**src/shared/tgpm_consts.svh**
```systemverilog
// register offsets, field positions, reset values and fixed numbers of the port mac
`ifndef TGPM_CONSTS_SVH
`define TGPM_CONSTS_SVH
`define TGPM_ADDR_W 8
`define TGPM_OFF_RST_CTRL 8'h00
`define TGPM_OFF_ENA_CFG 8'h04
`define TGPM_OFF_MODE_CFG 8'h08
`define TGPM_OFF_MAXLEN_CFG 8'h0c
`define TGPM_OFF_NUM_TAGS 8'h10
`define TGPM_OFF_TAG0 8'h14
`define TGPM_OFF_TAG1 8'h18
`define TGPM_OFF_TAG2 8'h1c
`define TGPM_OFF_ADV_CHK 8'h20
`define TGPM_OFF_LFS_CFG 8'h24
`define TGPM_OFF_INTR 8'h28
`define TGPM_OFF_CODING_MASK 8'h2c
`define TGPM_OFF_FEC_MASK 8'h30
`define TGPM_OFF_ENERGY_MASK 8'h34
`define TGPM_OFF_STICKY 8'h38
`define TGPM_OFF_OSET_STAT 8'h3c
`define TGPM_OFF_OSET_DATA 8'h40
`define TGPM_RST_CTRL_INIT 32'h0000_000f
`define TGPM_SPEED_POS 4
`define TGPM_SPEED_OFF 3'h6
`define TGPM_SPEED_10G 3'h7
`define TGPM_MAXLEN_INIT 16'h05ee
`define TGPM_MAXLEN_MAX 16'h36b0
`define TGPM_TAG_POS 16
`define TGPM_TAG_BYTES 16'h0004
`define TGPM_VLAN_C 16'h8100
`define TGPM_VLAN_S 16'h88a8
`define TGPM_TAG_INIT 16'h8100
`define TGPM_NUM_TAGS_INIT 2'h3
`define TGPM_LFS_INIT 32'h0000_0001
`define TGPM_FCS_BYTES 16'h0004
`define TGPM_OSET_LOCAL 8'h01
`define TGPM_OSET_REMOTE 8'h02
`endif

```
**src/shared/tgpm_pkg.sv**
```systemverilog
// types shared by the port mac
package tgpm_pkg;
  typedef struct packed {
    logic sop;
    logic eop;
    logic [7:0] data;
  } tgpm_byte_t;
  typedef struct packed {
    logic local_fault;
    logic remote_fault;
    logic lock_change;
    logic hi_ber;
    logic [3:0] fec_event;
    logic tx_lpi;
    logic rx_lpi;
    logic link_up;
  } tgpm_pcs_stat_t;
  typedef enum logic [1:0] {
    TGPM_SEQ_NONE,
    TGPM_SEQ_LOCAL,
    TGPM_SEQ_REMOTE
  } tgpm_seq_t;
  typedef enum {
    TGPM_RX_IDLE,
    TGPM_RX_FRAME,
    TGPM_RX_DROP
  } tgpm_rx_state_t;
endpackage

```
**src/hdl/tgpm_port_mac.sv**
```systemverilog
// 10g port mac: resets, enables, length checks, fault signalling, event flags
// Summary of operation
// - full duplex, single 10.3125G 64b/66b lane
// - all four resets active after power-up
// - four resets set together in one write
// - five port interrupt indications raised
// - sticky events recorded regardless of mask; mask gates only the irq
// - coding, fec, energy masks feed coding irq
// - speed 6 stops clocks, 7 selects 10g
// - separate receive and transmit enables
// - pause passthrough forwards received pause frames
// - preamble, gap formats and checksum check settings
// - up to 14000 bytes, programmable limit
// - limit grows 4/8/12 for 1/2/3 tags
// - bit selects whether tags extend limit
// - tag count programmable, 8100/88a8 default tags
// - three programmable custom tag ethertypes
// - overlong frame truncated and marked aborted
// - drop in-range and out-of-range length errors
// - optional start, end, delimiter, preamble checks
// - detect faults, send remote sequence set on local fault only
// - one-way mode keeps sending frames under fault
// - fault sets flag, captured in ordered-set fifo
//
// Implementation choices: the address-and-strobe port and the placing of the registers.
`timescale 1ns/1ps
`include "tgpm_consts.svh"
module tgpm_port_mac import tgpm_pkg::*; #(
  parameter int OSET_DEPTH = 4
) (
  // clock and reset
  input wire logic core_clk,
  input wire logic srst,
  // register port
  input wire logic [`TGPM_ADDR_W-1:0] reg_addr,
  input wire logic [31:0] reg_wdata,
  input wire logic reg_wr,
  input wire logic reg_rd,
  output logic [31:0] reg_rdata,
  // receive bytes from coding layer
  input wire tgpm_byte_t rx_in,
  input wire logic rx_in_valid,
  input wire logic rx_is_pause,
  input wire logic rx_len_inrange_err,
  input wire logic rx_len_outrange_err,
  input wire logic rx_check_err,
  // receive bytes to switch core
  output tgpm_byte_t rx_out,
  output logic rx_out_valid,
  output logic rx_out_abort,
  // transmit side
  input wire logic tx_frame_busy,
  output logic tx_gate,
  output tgpm_seq_t tx_seq,
  // coding layer status
  input wire tgpm_pcs_stat_t pcs_stat,
  // resets and clocks toward the lanes
  output logic mac_receive_reset,
  output logic mac_transmit_reset,
  output logic coding_receive_reset,
  output logic coding_transmit_reset,
  output logic lane_clk_enable,
  // port interrupt indications
  output logic coding_layer_irq,
  output logic transmit_idle_change_irq,
  output logic receive_idle_change_irq,
  output logic link_rise_irq,
  output logic link_fall_irq
);
  logic [31:0] rst_ctrl;
  logic receive_path_enable;
  logic transmit_path_enable;
  logic pause_passthrough;
  logic [1:0] preamble_format;
  logic [1:0] gap_format;
  logic header_checksum_check;
  logic [15:0] frame_length_limit;
  logic limit_counts_tags;
  logic [1:0] tag_count_cfg;
  logic [15:0] custom_tag_ethertype [3];
  logic inrange_drop_enable;
  logic outrange_drop_enable;
  logic extended_end_check;
  logic extended_start_check;
  logic delimiter_check;
  logic shrink_check_disable;
  logic preamble_check;
  logic fault_signalling_enable;
  logic one_way_enable;
  logic [3:0] coding_sticky_mask;
  logic [3:0] fec_sticky_mask;
  logic [1:0] energy_sticky_mask;
  logic [3:0] coding_sticky;
  logic [3:0] fec_sticky;
  logic [1:0] energy_sticky;
  logic [7:0] oset_mem [OSET_DEPTH];
  logic [$clog2(OSET_DEPTH):0] oset_count;
  logic [$clog2(OSET_DEPTH)-1:0] oset_wp;
  logic [$clog2(OSET_DEPTH)-1:0] oset_rp;
  tgpm_pcs_stat_t stat_q;
  tgpm_rx_state_t rx_state;
  logic [15:0] rx_len;
  logic [1:0] rx_tags;
  logic [15:0] rx_eth;
  logic rx_eth_hi;
  logic [15:0] eff_limit;
  logic [2:0] speed_sel;
  logic wr_hit;
  logic [31:0] next_rdata;
  logic fault_event;
  logic oset_pop;
  logic check_any;

  function automatic logic is_tag(input logic [15:0] et);
    is_tag = (et == `TGPM_VLAN_C) || (et == `TGPM_VLAN_S) ||
      (et == custom_tag_ethertype[0]) || (et == custom_tag_ethertype[1]) ||
      (et == custom_tag_ethertype[2]);
  endfunction

  assign wr_hit = reg_wr;
  assign speed_sel = rst_ctrl[`TGPM_SPEED_POS+2:`TGPM_SPEED_POS];
  assign mac_receive_reset = rst_ctrl[0];
  assign mac_transmit_reset = rst_ctrl[1];
  assign coding_receive_reset = rst_ctrl[2];
  assign coding_transmit_reset = rst_ctrl[3];
  // reserved speed codes leave the clocks stopped as the safe choice
  assign lane_clk_enable = (speed_sel == `TGPM_SPEED_10G);

  // reset/speed control: all four resets in one word
  always_ff @(posedge core_clk) begin
    if (srst) begin
      rst_ctrl <= `TGPM_RST_CTRL_INIT | (32'(`TGPM_SPEED_10G) << `TGPM_SPEED_POS);
    end else if (wr_hit && reg_addr == `TGPM_OFF_RST_CTRL) begin
      rst_ctrl <= {25'h000_0000, reg_wdata[6:0]};
    end
  end

  // configuration registers
  always_ff @(posedge core_clk) begin
    if (srst) begin
      receive_path_enable <= 1'b0;
      transmit_path_enable <= 1'b0;
      pause_passthrough <= 1'b0;
      preamble_format <= 2'h0;
      gap_format <= 2'h0;
      header_checksum_check <= 1'b0;
      frame_length_limit <= `TGPM_MAXLEN_INIT;
      limit_counts_tags <= 1'b1;
      tag_count_cfg <= `TGPM_NUM_TAGS_INIT;
      custom_tag_ethertype[0] <= `TGPM_TAG_INIT;
      custom_tag_ethertype[1] <= `TGPM_TAG_INIT;
      custom_tag_ethertype[2] <= `TGPM_TAG_INIT;
      {preamble_check, shrink_check_disable, delimiter_check} <= 3'h0;
      {extended_start_check, extended_end_check} <= 2'h0;
      {outrange_drop_enable, inrange_drop_enable} <= 2'h0;
      fault_signalling_enable <= 1'b1;
      one_way_enable <= 1'b0;
      coding_sticky_mask <= 4'h0;
      fec_sticky_mask <= 4'h0;
      energy_sticky_mask <= 2'h0;
    end else if (wr_hit) begin
      case (reg_addr)
        `TGPM_OFF_ENA_CFG: begin
          receive_path_enable <= reg_wdata[0];
          transmit_path_enable <= reg_wdata[1];
        end
        `TGPM_OFF_MODE_CFG: begin
          pause_passthrough <= reg_wdata[0];
          preamble_format <= reg_wdata[5:4];
          gap_format <= reg_wdata[9:8];
          header_checksum_check <= reg_wdata[12];
        end
        `TGPM_OFF_MAXLEN_CFG: begin
          // clamp to what the frame buffer can hold
          frame_length_limit <= (reg_wdata[15:0] > `TGPM_MAXLEN_MAX) ?
            `TGPM_MAXLEN_MAX : reg_wdata[15:0];
          limit_counts_tags <= reg_wdata[`TGPM_TAG_POS];
        end
        `TGPM_OFF_NUM_TAGS: tag_count_cfg <= reg_wdata[1:0];
        `TGPM_OFF_TAG0: custom_tag_ethertype[0] <= reg_wdata[15:0];
        `TGPM_OFF_TAG1: custom_tag_ethertype[1] <= reg_wdata[15:0];
        `TGPM_OFF_TAG2: custom_tag_ethertype[2] <= reg_wdata[15:0];
        `TGPM_OFF_ADV_CHK: begin
          inrange_drop_enable <= reg_wdata[0];
          outrange_drop_enable <= reg_wdata[1];
          extended_end_check <= reg_wdata[2];
          extended_start_check <= reg_wdata[3];
          delimiter_check <= reg_wdata[4];
          shrink_check_disable <= reg_wdata[5];
          preamble_check <= reg_wdata[6];
        end
        `TGPM_OFF_LFS_CFG: begin
          fault_signalling_enable <= reg_wdata[0];
          one_way_enable <= reg_wdata[1];
        end
        `TGPM_OFF_CODING_MASK: coding_sticky_mask <= reg_wdata[3:0];
        `TGPM_OFF_FEC_MASK: fec_sticky_mask <= reg_wdata[3:0];
        `TGPM_OFF_ENERGY_MASK: energy_sticky_mask <= reg_wdata[1:0];
        default: ;
      endcase
    end
  end

  // sticky flags: set wins over write-one-to-clear
  assign fault_event = (pcs_stat.local_fault && !stat_q.local_fault) ||
    (pcs_stat.remote_fault && !stat_q.remote_fault);
  always_ff @(posedge core_clk) begin
    if (srst) begin
      stat_q <= '0;
      coding_sticky <= 4'h0;
      fec_sticky <= 4'h0;
      energy_sticky <= 2'h0;
    end else begin
      stat_q <= pcs_stat;
      coding_sticky <= (coding_sticky &
        ~((wr_hit && reg_addr == `TGPM_OFF_STICKY) ? reg_wdata[3:0] : 4'h0)) |
        {fault_event, pcs_stat.lock_change, pcs_stat.hi_ber,
         pcs_stat.link_up != stat_q.link_up};
      fec_sticky <= (fec_sticky &
        ~((wr_hit && reg_addr == `TGPM_OFF_STICKY) ? reg_wdata[11:8] : 4'h0)) |
        pcs_stat.fec_event;
      energy_sticky <= (energy_sticky &
        ~((wr_hit && reg_addr == `TGPM_OFF_STICKY) ? reg_wdata[17:16] : 2'h0)) |
        {pcs_stat.tx_lpi != stat_q.tx_lpi, pcs_stat.rx_lpi != stat_q.rx_lpi};
    end
  end

  // interrupt indications are levels; the chip controller latches them
  assign coding_layer_irq = |(coding_sticky & coding_sticky_mask) ||
    |(fec_sticky & fec_sticky_mask) ||
    |(energy_sticky & energy_sticky_mask);
  assign transmit_idle_change_irq = energy_sticky[1];
  assign receive_idle_change_irq = energy_sticky[0];
  assign link_rise_irq = stat_q.link_up;
  assign link_fall_irq = !stat_q.link_up;

  // ordered-set capture fifo; a full fifo keeps the oldest entries
  assign oset_pop = reg_rd && reg_addr == `TGPM_OFF_OSET_DATA && oset_count != '0;
  always_ff @(posedge core_clk) begin
    if (srst) begin
      oset_count <= '0;
      oset_wp <= '0;
      oset_rp <= '0;
    end else begin
      if (fault_event && oset_count != ($clog2(OSET_DEPTH)+1)'(OSET_DEPTH)) begin
        oset_mem[oset_wp] <= pcs_stat.local_fault ? `TGPM_OSET_LOCAL
          : `TGPM_OSET_REMOTE;
        oset_wp <= oset_wp + 1'b1;
      end
      if (oset_pop) begin
        oset_rp <= oset_rp + 1'b1;
      end
      oset_count <= oset_count +
        ((fault_event && oset_count != ($clog2(OSET_DEPTH)+1)'(OSET_DEPTH)) ? 1'b1 : 1'b0) -
        (oset_pop ? 1'b1 : 1'b0);
    end
  end

  // transmit fault response
  always_ff @(posedge core_clk) begin
    if (srst) begin
      tx_seq <= TGPM_SEQ_NONE;
      tx_gate <= 1'b0;
    end else begin
      if (!fault_signalling_enable) begin
        tx_seq <= TGPM_SEQ_NONE;
      end else if (stat_q.local_fault) begin
        tx_seq <= TGPM_SEQ_REMOTE;
      end else if (stat_q.remote_fault) begin
        tx_seq <= TGPM_SEQ_NONE;
      end else begin
        tx_seq <= TGPM_SEQ_NONE;
      end
      // frames stop under fault unless one-way mode, a busy frame or disabled fault signalling keeps the gate open
      tx_gate <= transmit_path_enable && !mac_transmit_reset && lane_clk_enable &&
        (!fault_signalling_enable || one_way_enable || tx_frame_busy ||
         !(stat_q.local_fault || stat_q.remote_fault));
    end
  end

  // receive length check and forwarding
  assign eff_limit = frame_length_limit +
    (limit_counts_tags ? 16'(rx_tags) * `TGPM_TAG_BYTES : 16'h0000);
  assign check_any = rx_check_err && (extended_end_check || extended_start_check ||
    delimiter_check || preamble_check || !shrink_check_disable);
  always_ff @(posedge core_clk) begin
    if (srst) begin
      rx_state <= TGPM_RX_IDLE;
      rx_len <= 16'h0000;
      rx_tags <= 2'h0;
      rx_eth <= 16'h0000;
      rx_eth_hi <= 1'b0;
      rx_out <= '0;
      rx_out_valid <= 1'b0;
      rx_out_abort <= 1'b0;
    end else begin
      rx_out_valid <= 1'b0;
      rx_out_abort <= 1'b0;
      if (rx_in_valid && receive_path_enable && !mac_receive_reset && lane_clk_enable) begin
        rx_out <= rx_in;
        // the first byte seen is the first destination address byte
        rx_len <= rx_in.sop ? 16'h0001 : rx_len + 16'h0001;
        if (rx_in.sop) begin
          rx_tags <= 2'h0;
        end
        // tag ethertype sits at bytes 13-14, then each 4 bytes after a tag
        if (rx_len == 16'd12 + 16'(rx_tags) * `TGPM_TAG_BYTES) begin
          rx_eth[15:8] <= rx_in.data;
          rx_eth_hi <= 1'b1;
        end else if (rx_eth_hi) begin
          rx_eth_hi <= 1'b0;
          if (is_tag({rx_eth[15:8], rx_in.data}) && rx_tags < tag_count_cfg) begin
            rx_tags <= rx_tags + 2'h1;
          end
        end
        case (rx_state)
          TGPM_RX_IDLE: begin
            if (rx_in.sop && !(rx_is_pause && !pause_passthrough)) begin
              rx_out_valid <= 1'b1;
              rx_state <= rx_in.eop ? TGPM_RX_IDLE : TGPM_RX_FRAME;
            end else if (rx_in.sop && !rx_in.eop) begin
              rx_state <= TGPM_RX_DROP;
            end
          end
          TGPM_RX_FRAME: begin
            // the byte that fills the limit closes a longer frame, so output never exceeds it
            if (!rx_in.sop && !rx_in.eop && rx_len + 16'h0001 >= eff_limit) begin
              rx_out.eop <= 1'b1;
              rx_out_valid <= 1'b1;
              rx_out_abort <= 1'b1;
              rx_state <= rx_in.eop ? TGPM_RX_IDLE : TGPM_RX_DROP;
            end else begin
              rx_out_valid <= 1'b1;
              if (rx_in.eop) begin
                rx_out_abort <= (inrange_drop_enable && rx_len_inrange_err) ||
                  (outrange_drop_enable && rx_len_outrange_err) || check_any;
                rx_state <= TGPM_RX_IDLE;
              end
            end
          end
          TGPM_RX_DROP: begin
            if (rx_in.eop) begin
              rx_state <= TGPM_RX_IDLE;
            end
          end
          default: rx_state <= TGPM_RX_IDLE;
        endcase
      end
    end
  end

  // register read, data one cycle after the strobe
  always_comb begin
    next_rdata = 32'h0000_0000;
    case (reg_addr)
      `TGPM_OFF_RST_CTRL: next_rdata = rst_ctrl;
      `TGPM_OFF_ENA_CFG: next_rdata = {30'h0, transmit_path_enable, receive_path_enable};
      `TGPM_OFF_MODE_CFG: next_rdata = {19'h0, header_checksum_check, 2'h0, gap_format,
        2'h0, preamble_format, 3'h0, pause_passthrough};
      `TGPM_OFF_MAXLEN_CFG: next_rdata = {15'h0, limit_counts_tags, frame_length_limit};
      `TGPM_OFF_NUM_TAGS: next_rdata = {30'h0, tag_count_cfg};
      `TGPM_OFF_TAG0: next_rdata = {16'h0, custom_tag_ethertype[0]};
      `TGPM_OFF_TAG1: next_rdata = {16'h0, custom_tag_ethertype[1]};
      `TGPM_OFF_TAG2: next_rdata = {16'h0, custom_tag_ethertype[2]};
      `TGPM_OFF_ADV_CHK: next_rdata = {25'h0, preamble_check, shrink_check_disable,
        delimiter_check, extended_start_check, extended_end_check,
        outrange_drop_enable, inrange_drop_enable};
      `TGPM_OFF_LFS_CFG: next_rdata = {30'h0, one_way_enable, fault_signalling_enable};
      `TGPM_OFF_INTR: next_rdata = {27'h0, link_fall_irq, link_rise_irq,
        receive_idle_change_irq, transmit_idle_change_irq, coding_layer_irq};
      `TGPM_OFF_CODING_MASK: next_rdata = {28'h0, coding_sticky_mask};
      `TGPM_OFF_FEC_MASK: next_rdata = {28'h0, fec_sticky_mask};
      `TGPM_OFF_ENERGY_MASK: next_rdata = {30'h0, energy_sticky_mask};
      `TGPM_OFF_STICKY: next_rdata = {14'h0, energy_sticky, 4'h0, fec_sticky,
        4'h0, coding_sticky};
      `TGPM_OFF_OSET_STAT: next_rdata = 32'(oset_count);
      `TGPM_OFF_OSET_DATA: next_rdata = (oset_count != '0) ?
        {24'h0, oset_mem[oset_rp]} : 32'h0000_0000;
      default: next_rdata = 32'h0000_0000;
    endcase
  end

  always_ff @(posedge core_clk) begin
    if (srst) begin
      reg_rdata <= 32'h0000_0000;
    end else begin
      reg_rdata <= reg_rd ? next_rdata : 32'h0000_0000;
    end
  end
endmodule

```
**config.mk**
```make
export PLATFORM = sky130hd
export DESIGN_NAME = tgpm_port_mac
export DESIGN_NICKNAME = d
export VERILOG_FILES = /design/src/shared/tgpm_pkg.sv /design/src/hdl/tgpm_port_mac.sv
export VERILOG_INCLUDE_DIRS = /design/src /design/src/shared
export SDC_FILE = /design/constraint.sdc
export NUM_CORES = 1
export LEC_CHECK = 0
export BUFFER_PORTS_ARGS = -buffer_cell sky130_fd_sc_hd__buf_2
export CORE_MARGIN = 5
export CORE_UTILIZATION = 40
export DETAILED_ROUTE_END_ITERATION = 8
export GPL_TIMING_DRIVEN = 0
export SLEW_MARGIN = 20
export SYNTH_ARGS = -nofsm -noshare
export SYNTH_HDL_FRONTEND = slang
export SYNTH_SLANG_ARGS = --single-unit
```
**constraint.sdc**
```tcl
create_clock -name core_clk -period 8.05 [get_ports core_clk]
set_input_delay 0.805 -clock core_clk [delete_from_list [all_inputs] [get_ports core_clk]]
set_output_delay 0.805 -clock core_clk [all_outputs]
set_load 0.005 [all_outputs]
```
-- Word-level counts from Yosys, hierarchy flattened
Memories as Yosys holds them, arrays and structs flattened. A register that Yosys moved wholly into a read port is not among the register bits.
Index checks and enable logic that the tools add are counted.
W data, S select, Z words.
- output and inout port bits: 57
- input port bits: 71
- register bits after elaboration: 181
- RAM bits: 56
- memories kept: 2
- logic and storage cells: 232
- memory list (memory ; words ; bits a word ; read ports ; clocked after Yosys merged registers in ; write ports ; line ; source):
    custom_tag_ethertype ; 3 ; 16 ; 3 ; 0 ; 3 ; tgpm_port_mac.sv:80 ; logic [15:0] custom_tag_ethertype [3];
    oset_mem ; 4 ; 2 ; 1 ; 1 ; 1 ; tgpm_port_mac.sv:96 ; logic [7:0] oset_mem [OSET_DEPTH];
- equal/unequal tests: 30
- add/sub/neg operators: 8
- order comparisons: 3
- reductions and logical operators: 72
- bitwise gates (word level): 19
- muxes and demuxes: 52
- operators with widths (operator ; count):
    $pmux W18 S17 ; 1
    $mux W32 ; 4
    $pmux W32 S3 ; 1
    $mux W16 ; 5
    $eq A8 B6 Y1 const B ; 8
    $eq A16 B16 Y1 ; 3
    $eq A16 B16 Y1 const B ; 2
    $eq A32 B1 Y1 const B ; 1
    $eq A32 B2 Y1 const B ; 1
    $eq A8 B5 Y1 const B ; 4
    $logic_not A32 Y1 ; 1
    $mux W1 ; 26
    $logic_and A1 B1 Y1 ; 22
    $reduce_and A2 Y1 ; 11
    $mux W2 ; 10
    $logic_or A1 B1 Y1 ; 17
    $add A16 B1 Y16 const B ; 1
    $add A16 B4 Y16 ; 1
    $and A4 B4 Y4 ; 4
    $eq A16 B5 Y1 ; 1
    $eq A8 B4 Y1 const B ; 2
    $ge A16 B16 Y1 ; 1
    $gt A16 B14 Y1 const B ; 1
    $logic_not A1 Y1 ; 12
    other kinds (25) ; 44

-- Depth between registers and ports, before layout
- depth after elaboration: 9
- depth in mapped cells: 15
- depth with buffers taken out: 15

-- Least setup slack after synthesis
Ideal clock, no wire load.
- path kind: input port to flip-flop
- from: input reg_addr[1]
- to: register oset_count[2]
- buffers on the path: 1
- slack: 4851 ps
- stages on the path: 12
- setup time: 128 ps
- data required time: 7922 ps
- data arrival time: 3071 ps
- cells stage by stage: or4_1 -> buf_2 -> nor3_1 -> and2_1 -> ha_1 -> inv_1 -> ha_1 -> inv_1 -> fa_1 -> xor2_1 -> xnor2_1 -> nor2_1
- longest elaborated chain between the ends: 5
- RTL lines (what ; line ; source):
    from (decl) ; tgpm_port_mac.sv:35 ; input wire logic [`TGPM_ADDR_W-1:0] reg_addr,
    $eq A8 B7 Y1 ; -- ;
    $logic_and A1 B1 Y1 (no line) ; -- ;
    $logic_and A1 B1 Y1 ; tgpm_port_mac.sv:238 ; assign oset_pop = reg_rd && reg_addr == `TGPM_OFF_OSET_DATA && oset_count != '0;
    named net oset_pop ; tgpm_port_mac.sv:111 ; logic oset_pop;
    $mux W1 ; tgpm_port_mac.sv:255 ; (oset_pop ? 1'b1 : 1'b0);
    $sub A3 B1 Y3 ; tgpm_port_mac.sv:254 ; ((fault_event && oset_count != ($clog2(OSET_DEPTH)+1)'(OSET_DEPTH)) ? 1'b1 : 1'b0) -
    to (signal assigned) ; tgpm_port_mac.sv:253 ; oset_count <= oset_count +
    to (decl) ; tgpm_port_mac.sv:97 ; logic [$clog2(OSET_DEPTH):0] oset_count;
The timed path passes the listed nets, and every way through them passes these cells.
A chain may end at the register's enable or synchronous reset.

-- Worst setup path in the final report
- from: register rx_len[2]
- to: register rx_state[1]
- longest elaborated chain between the ends: 5
- RTL lines (what ; line ; source):
    from (decl) ; tgpm_port_mac.sv:102 ; logic [15:0] rx_len;
    from (signal assigned) ; tgpm_port_mac.sv:302 ; rx_len <= rx_in.sop ? 16'h0001 : rx_len + 16'h0001;
    $add A16 B1 Y16 ; tgpm_port_mac.sv:327 ; if (!rx_in.sop && !rx_in.eop && rx_len + 16'h0001 >= eff_limit) begin
    $ge A16 B16 Y1 ; tgpm_port_mac.sv:327 ;
    $logic_and A1 B1 Y1 ; tgpm_port_mac.sv:327 ;
    $mux W32 ; tgpm_port_mac.sv:327 ;
    $pmux W32 S3 ; tgpm_port_mac.sv:316 ; case (rx_state)
    to (signal assigned) ; tgpm_port_mac.sv:320 ; rx_state <= rx_in.eop ? TGPM_RX_IDLE : TGPM_RX_FRAME;
    to (signal assigned) ; tgpm_port_mac.sv:331 ; rx_state <= rx_in.eop ? TGPM_RX_IDLE : TGPM_RX_DROP;
    to (decl) ; tgpm_port_mac.sv:101 ; tgpm_rx_state_t rx_state;
No other way between the ends.

==> summary.md <==
| Metric | Value |
|---|---|
| Status | `complete, no violations` |
| Tmin final | `3680 ps` |
| Slew headroom | `0.274` |
| Grt met2 use | `0.343` |
| CP arrival | `4130 ps` |
| Initial core utilization | `0.405` |
| Synth Area per Inst | `9.87 sq um` |
| DR vias | `8639` |
| Synthesized instance count | `1067` |
| GPL Wtd Cong | `approximately 0.93` |
| DRC viols | `0` |
| Post-route cell area | `0.0123 sq mm` |
| Min-Delay Path Class | `reg -> reg` |
| Setup bufs post-CTS | `0` |
| Synth cell types | `74` |
| Register area share after synthesis | `0.479` |
| XOR/XNOR share of the synthesized area | `0.0707` |
| Final #Nets | `between 1000 and 1500` |
| Post_cts resized | `0` |
| Die Span X | `172 microns` |
| Power Dens Cells | `a little over 200 mW/mm^2` |
| Final Hold Fails | `0` |
| Mapped Area | `0.0105 sq mm` |
| Area leader, netlist | `dfxtp_1` |
| Clock sink total | `224` |
| CP Buf/Inv Count | `1` |
| CP required | `approximately 8500 ps` |
| Dominant cells by area after synthesis | `dfxtp_1 (32%), edfxtp_1 (16%), xor2_1 (5.7%), a22oi_1 (4.4%), ha_1 (3.3%)` |
| Total GRT Usage | `0.217` |
| Max H-tree Level | `1` |
| CTS tree | `done` |
| Num CTS Buffers | `25` |
| CP max stage delay | `540 ps` |
| Global Route met3 Usage | `0.0414` |
| Area grow syn2layout | `16.5%` |
| Clock skew | `roughly 17 ps` |
| F_max | `272 MHz` |
| Max IR drop VDD | `approximately 0.00018 V` |
| Crit start category | `register` |
| CP max-delay cell | `or4_1` |
| Layout cells sized above 1 | `0.160` |
| Finished Layout Cells | `1551` |
| Initial antenna violation count | `0` |
| ANT nets after route | `0` |
| Static leakage | `between 4 and 5 nW` |
| Synth Area in Compound Gates | `0.131` |
| Ant diodes | `0` |
| Vias in the first global route | `roughly 8500` |
| CTS hold repair buffers | `0` |
| RSZ-0062 raised after global routing | `false` |
| CP delay by family, top | `simple AND/OR/NAND/NOR gates` |
| Period utilisation layout | `0.457` |
| Count leader, synth | `dfxtp_1` |
| Grt ovf | `0` |
| Synth Warn # | `0` |
| Top_reg_cell synth | `dfxtp_1` |
| CP cell instances | `clkbuf_1 > nand4_1 > nor3_1 > and3_1 > nand3_1 > xnor2_1 > ha_1 > nand4_1 > or4_1 > o211ai_1 > o21ai_0 > o21ai_0` |
| Synth Area in Adders | `0.0371` |
| Max Root-Sink Buffers | `3` |
| Mux contribution to synthesized area | `0.0399` |
| Simple-gate portion of the synthesized area | `0.196` |
| Rows | `59` |
| Die Ht | `172 microns` |
| Vias per inst | `roughly 5.6` |
| Ys async rst share | `0` |
| Fin. max-slew vios | `0` |
| Clock-pin transition on the worst setup and hold timing paths | `about 60 ps` |
| Die area | `0.0297 sq mm` |
| Largest net degree at the start of global routing | `17` |
| Placed Cells | `1505` |
| Port bufs | `89` |
| Crit end category | `register` |
| Total Wirelength | `32300 microns` |
| Final setup vio count | `0` |
| Placed Area | `0.0114 sq mm` |
| Main combinational cell family by area after synthesis | `simple AND/OR/NAND/NOR gates` |
| Area share of the largest cell type after synthesis | `0.319` |
| Setup CP Type | `reg -> reg` |
| Crit path max fanout | `7` |
| Core area | `0.0260 sq mm` |
| DP Wirelength | `around 24000 microns` |
| DR pass1 iterations | `5` |
| Met1 usage | `0.304` |
| Worst Max-Slew Pin Slew | `1080 ps` |
| Final setup TNS | `0 ps` |
| Clk root buf | `clkbuf_16` |
| Worst-Skew Late Latency | `540 ps` |
| Most Crowded Layer GR | `met2` |
| #FFs+latches synth | `224` |
| Top cells by count, synth | `dfxtp_1 (168), nor2_1 (93), nand2_1 (89), xor2_1 (68), a22oi_1 (62)` |
| MaxCap Viol Count | `0` |
| First-pass GRT wire length | `49300 microns` |
| DR iter-0 viols | `~900` |
| Io pins | `between 100 and 150` |
| DR WL/cell | `20.8 microns` |
| Layout fillers | `2517` |
| EDFF count, synth | `between 50 and 60` |
## sequential cells by signal (all words and copies together) (netlist names), 3 cells and up, named ones only
name / flops
stat_q: 4
custom_tag_ethertype: 48
rx_eth: 8
coding_sticky: 4
oset_count: 3
reg_rdata: 18
rx_state: 32
rx_len: 16
rx_out: 10
frame_length_limit: 16
oset_mem: 8
fec_sticky: 4
fec_sticky_mask: 4
rst_ctrl: 7
coding_sticky_mask: 4
## final timing paths
kind                          startpoint                        to  slack (ps)  cells past startpoint
setup / recovery  rx_len[2]$_SDFFE_PP0P_  rx_state[1]$_SDFFE_PP0P_        4370                     12
hold / removal    rx_out[4]$_SDFFE_PP0P_    rx_out[4]$_SDFFE_PP0P_         450                      2
setup reg to reg  rx_len[2]$_SDFFE_PP0P_  rx_state[1]$_SDFFE_PP0P_        4370                     12
hold reg to reg   rx_out[4]$_SDFFE_PP0P_    rx_out[4]$_SDFFE_PP0P_         450                      2
## logic make-up after synthesis
logic type      count (synthesis)
flops                         224
mux                            39
xor+xnor                       85
other cells                     1
simple gates                  391
compound gates                191
buf+inv                       106
fa+ha+maj                      30
## placed cells by master (no fill, tap or decap), drive strengths merged, types with 3 or more instances in the layout
cell / n
a221o: 5
nor4: 26
buf: 118
or4b: 8
conb: 15
nor4b: 3
mux2i: 33
nor2b: 14
edfxtp: 56
ha: 28
and4: 3
inv: 28
clkbuf: 80
o21ai: 18
a222oi: 3
o31ai: 3
nor3: 17
dfxtp: 168
a22oi: 62
mux2: 4
xnor2: 17
and2: 51
nand3: 25
a32o: 4
o211ai: 5
clkinvlp: 3
nand4: 18
nor2: 103
or4: 5
clkinv: 11
and3: 15
a21oi: 51
nand2b: 4
nand2: 91
a31oi: 11
a21o: 6
a41oi: 3
xor2: 68
## power by group
part | switching, mW | leakage, nW | internal [mW] | total (mW)
sequential | 0.0323 | 1.89 | 1.18 | 1.22
combinational | 0.102 | 2.68 | 0.0581 | 0.160
clock | 0.481 | 0.401 | 0.646 | 1.13
## final cells by class
class	count	area [sq um]	share of cell area
multi-input cells	751	5050	0.412
flip-flops and latches	224	5040	0.411
clock buffers	29	682	0.0556
repair buffers	89	445	0.0363
well taps	335	419	0.0342
plain buffers	80	388	0.0316
clock inverters	17	140	0.0114
inverters	26	97.6	0.00795
## per-layer routing
layer / wire length, microns / share of wire / vias up
met2: 14300 / 0.44 / 364
met3: 2800 / 0.087 / 50
met4: 825 / 0.026 / 0
met1: 14300 / 0.44 / 4172
li1: - / - / 4053
met5: 0 / 0 / -
## worst reg2reg max path, stage by stage (launching register included)
cell and delay [ps]:
dfxtp_1 310, clkbuf_1 270, nand4_1 210, nor3_1 410
and3_1 320, nand3_1 130, xnor2_1 170, ha_1 320
nand4_1 150, or4_1 540, o211ai_1 380, o21ai_0 180
o21ai_0 200
## stage by stage
stage | power [mW] | hold slack [ps] | util | worst slack, ps
final | 2.50 | 450 | 0.472 | 4370
after global routing | 2.59 | 478 | 0.472 | 4060
after CTS | 2.52 | 453 | 0.472 | 4390
after detailed placement | 1.40 | 445 | 0.441 | 4230
after global placement | 1.40 | 439 | 0.441 | 4170
after floorplan | 1.32 | 428 | - | 4850
(Power assumes the default switching activity.)
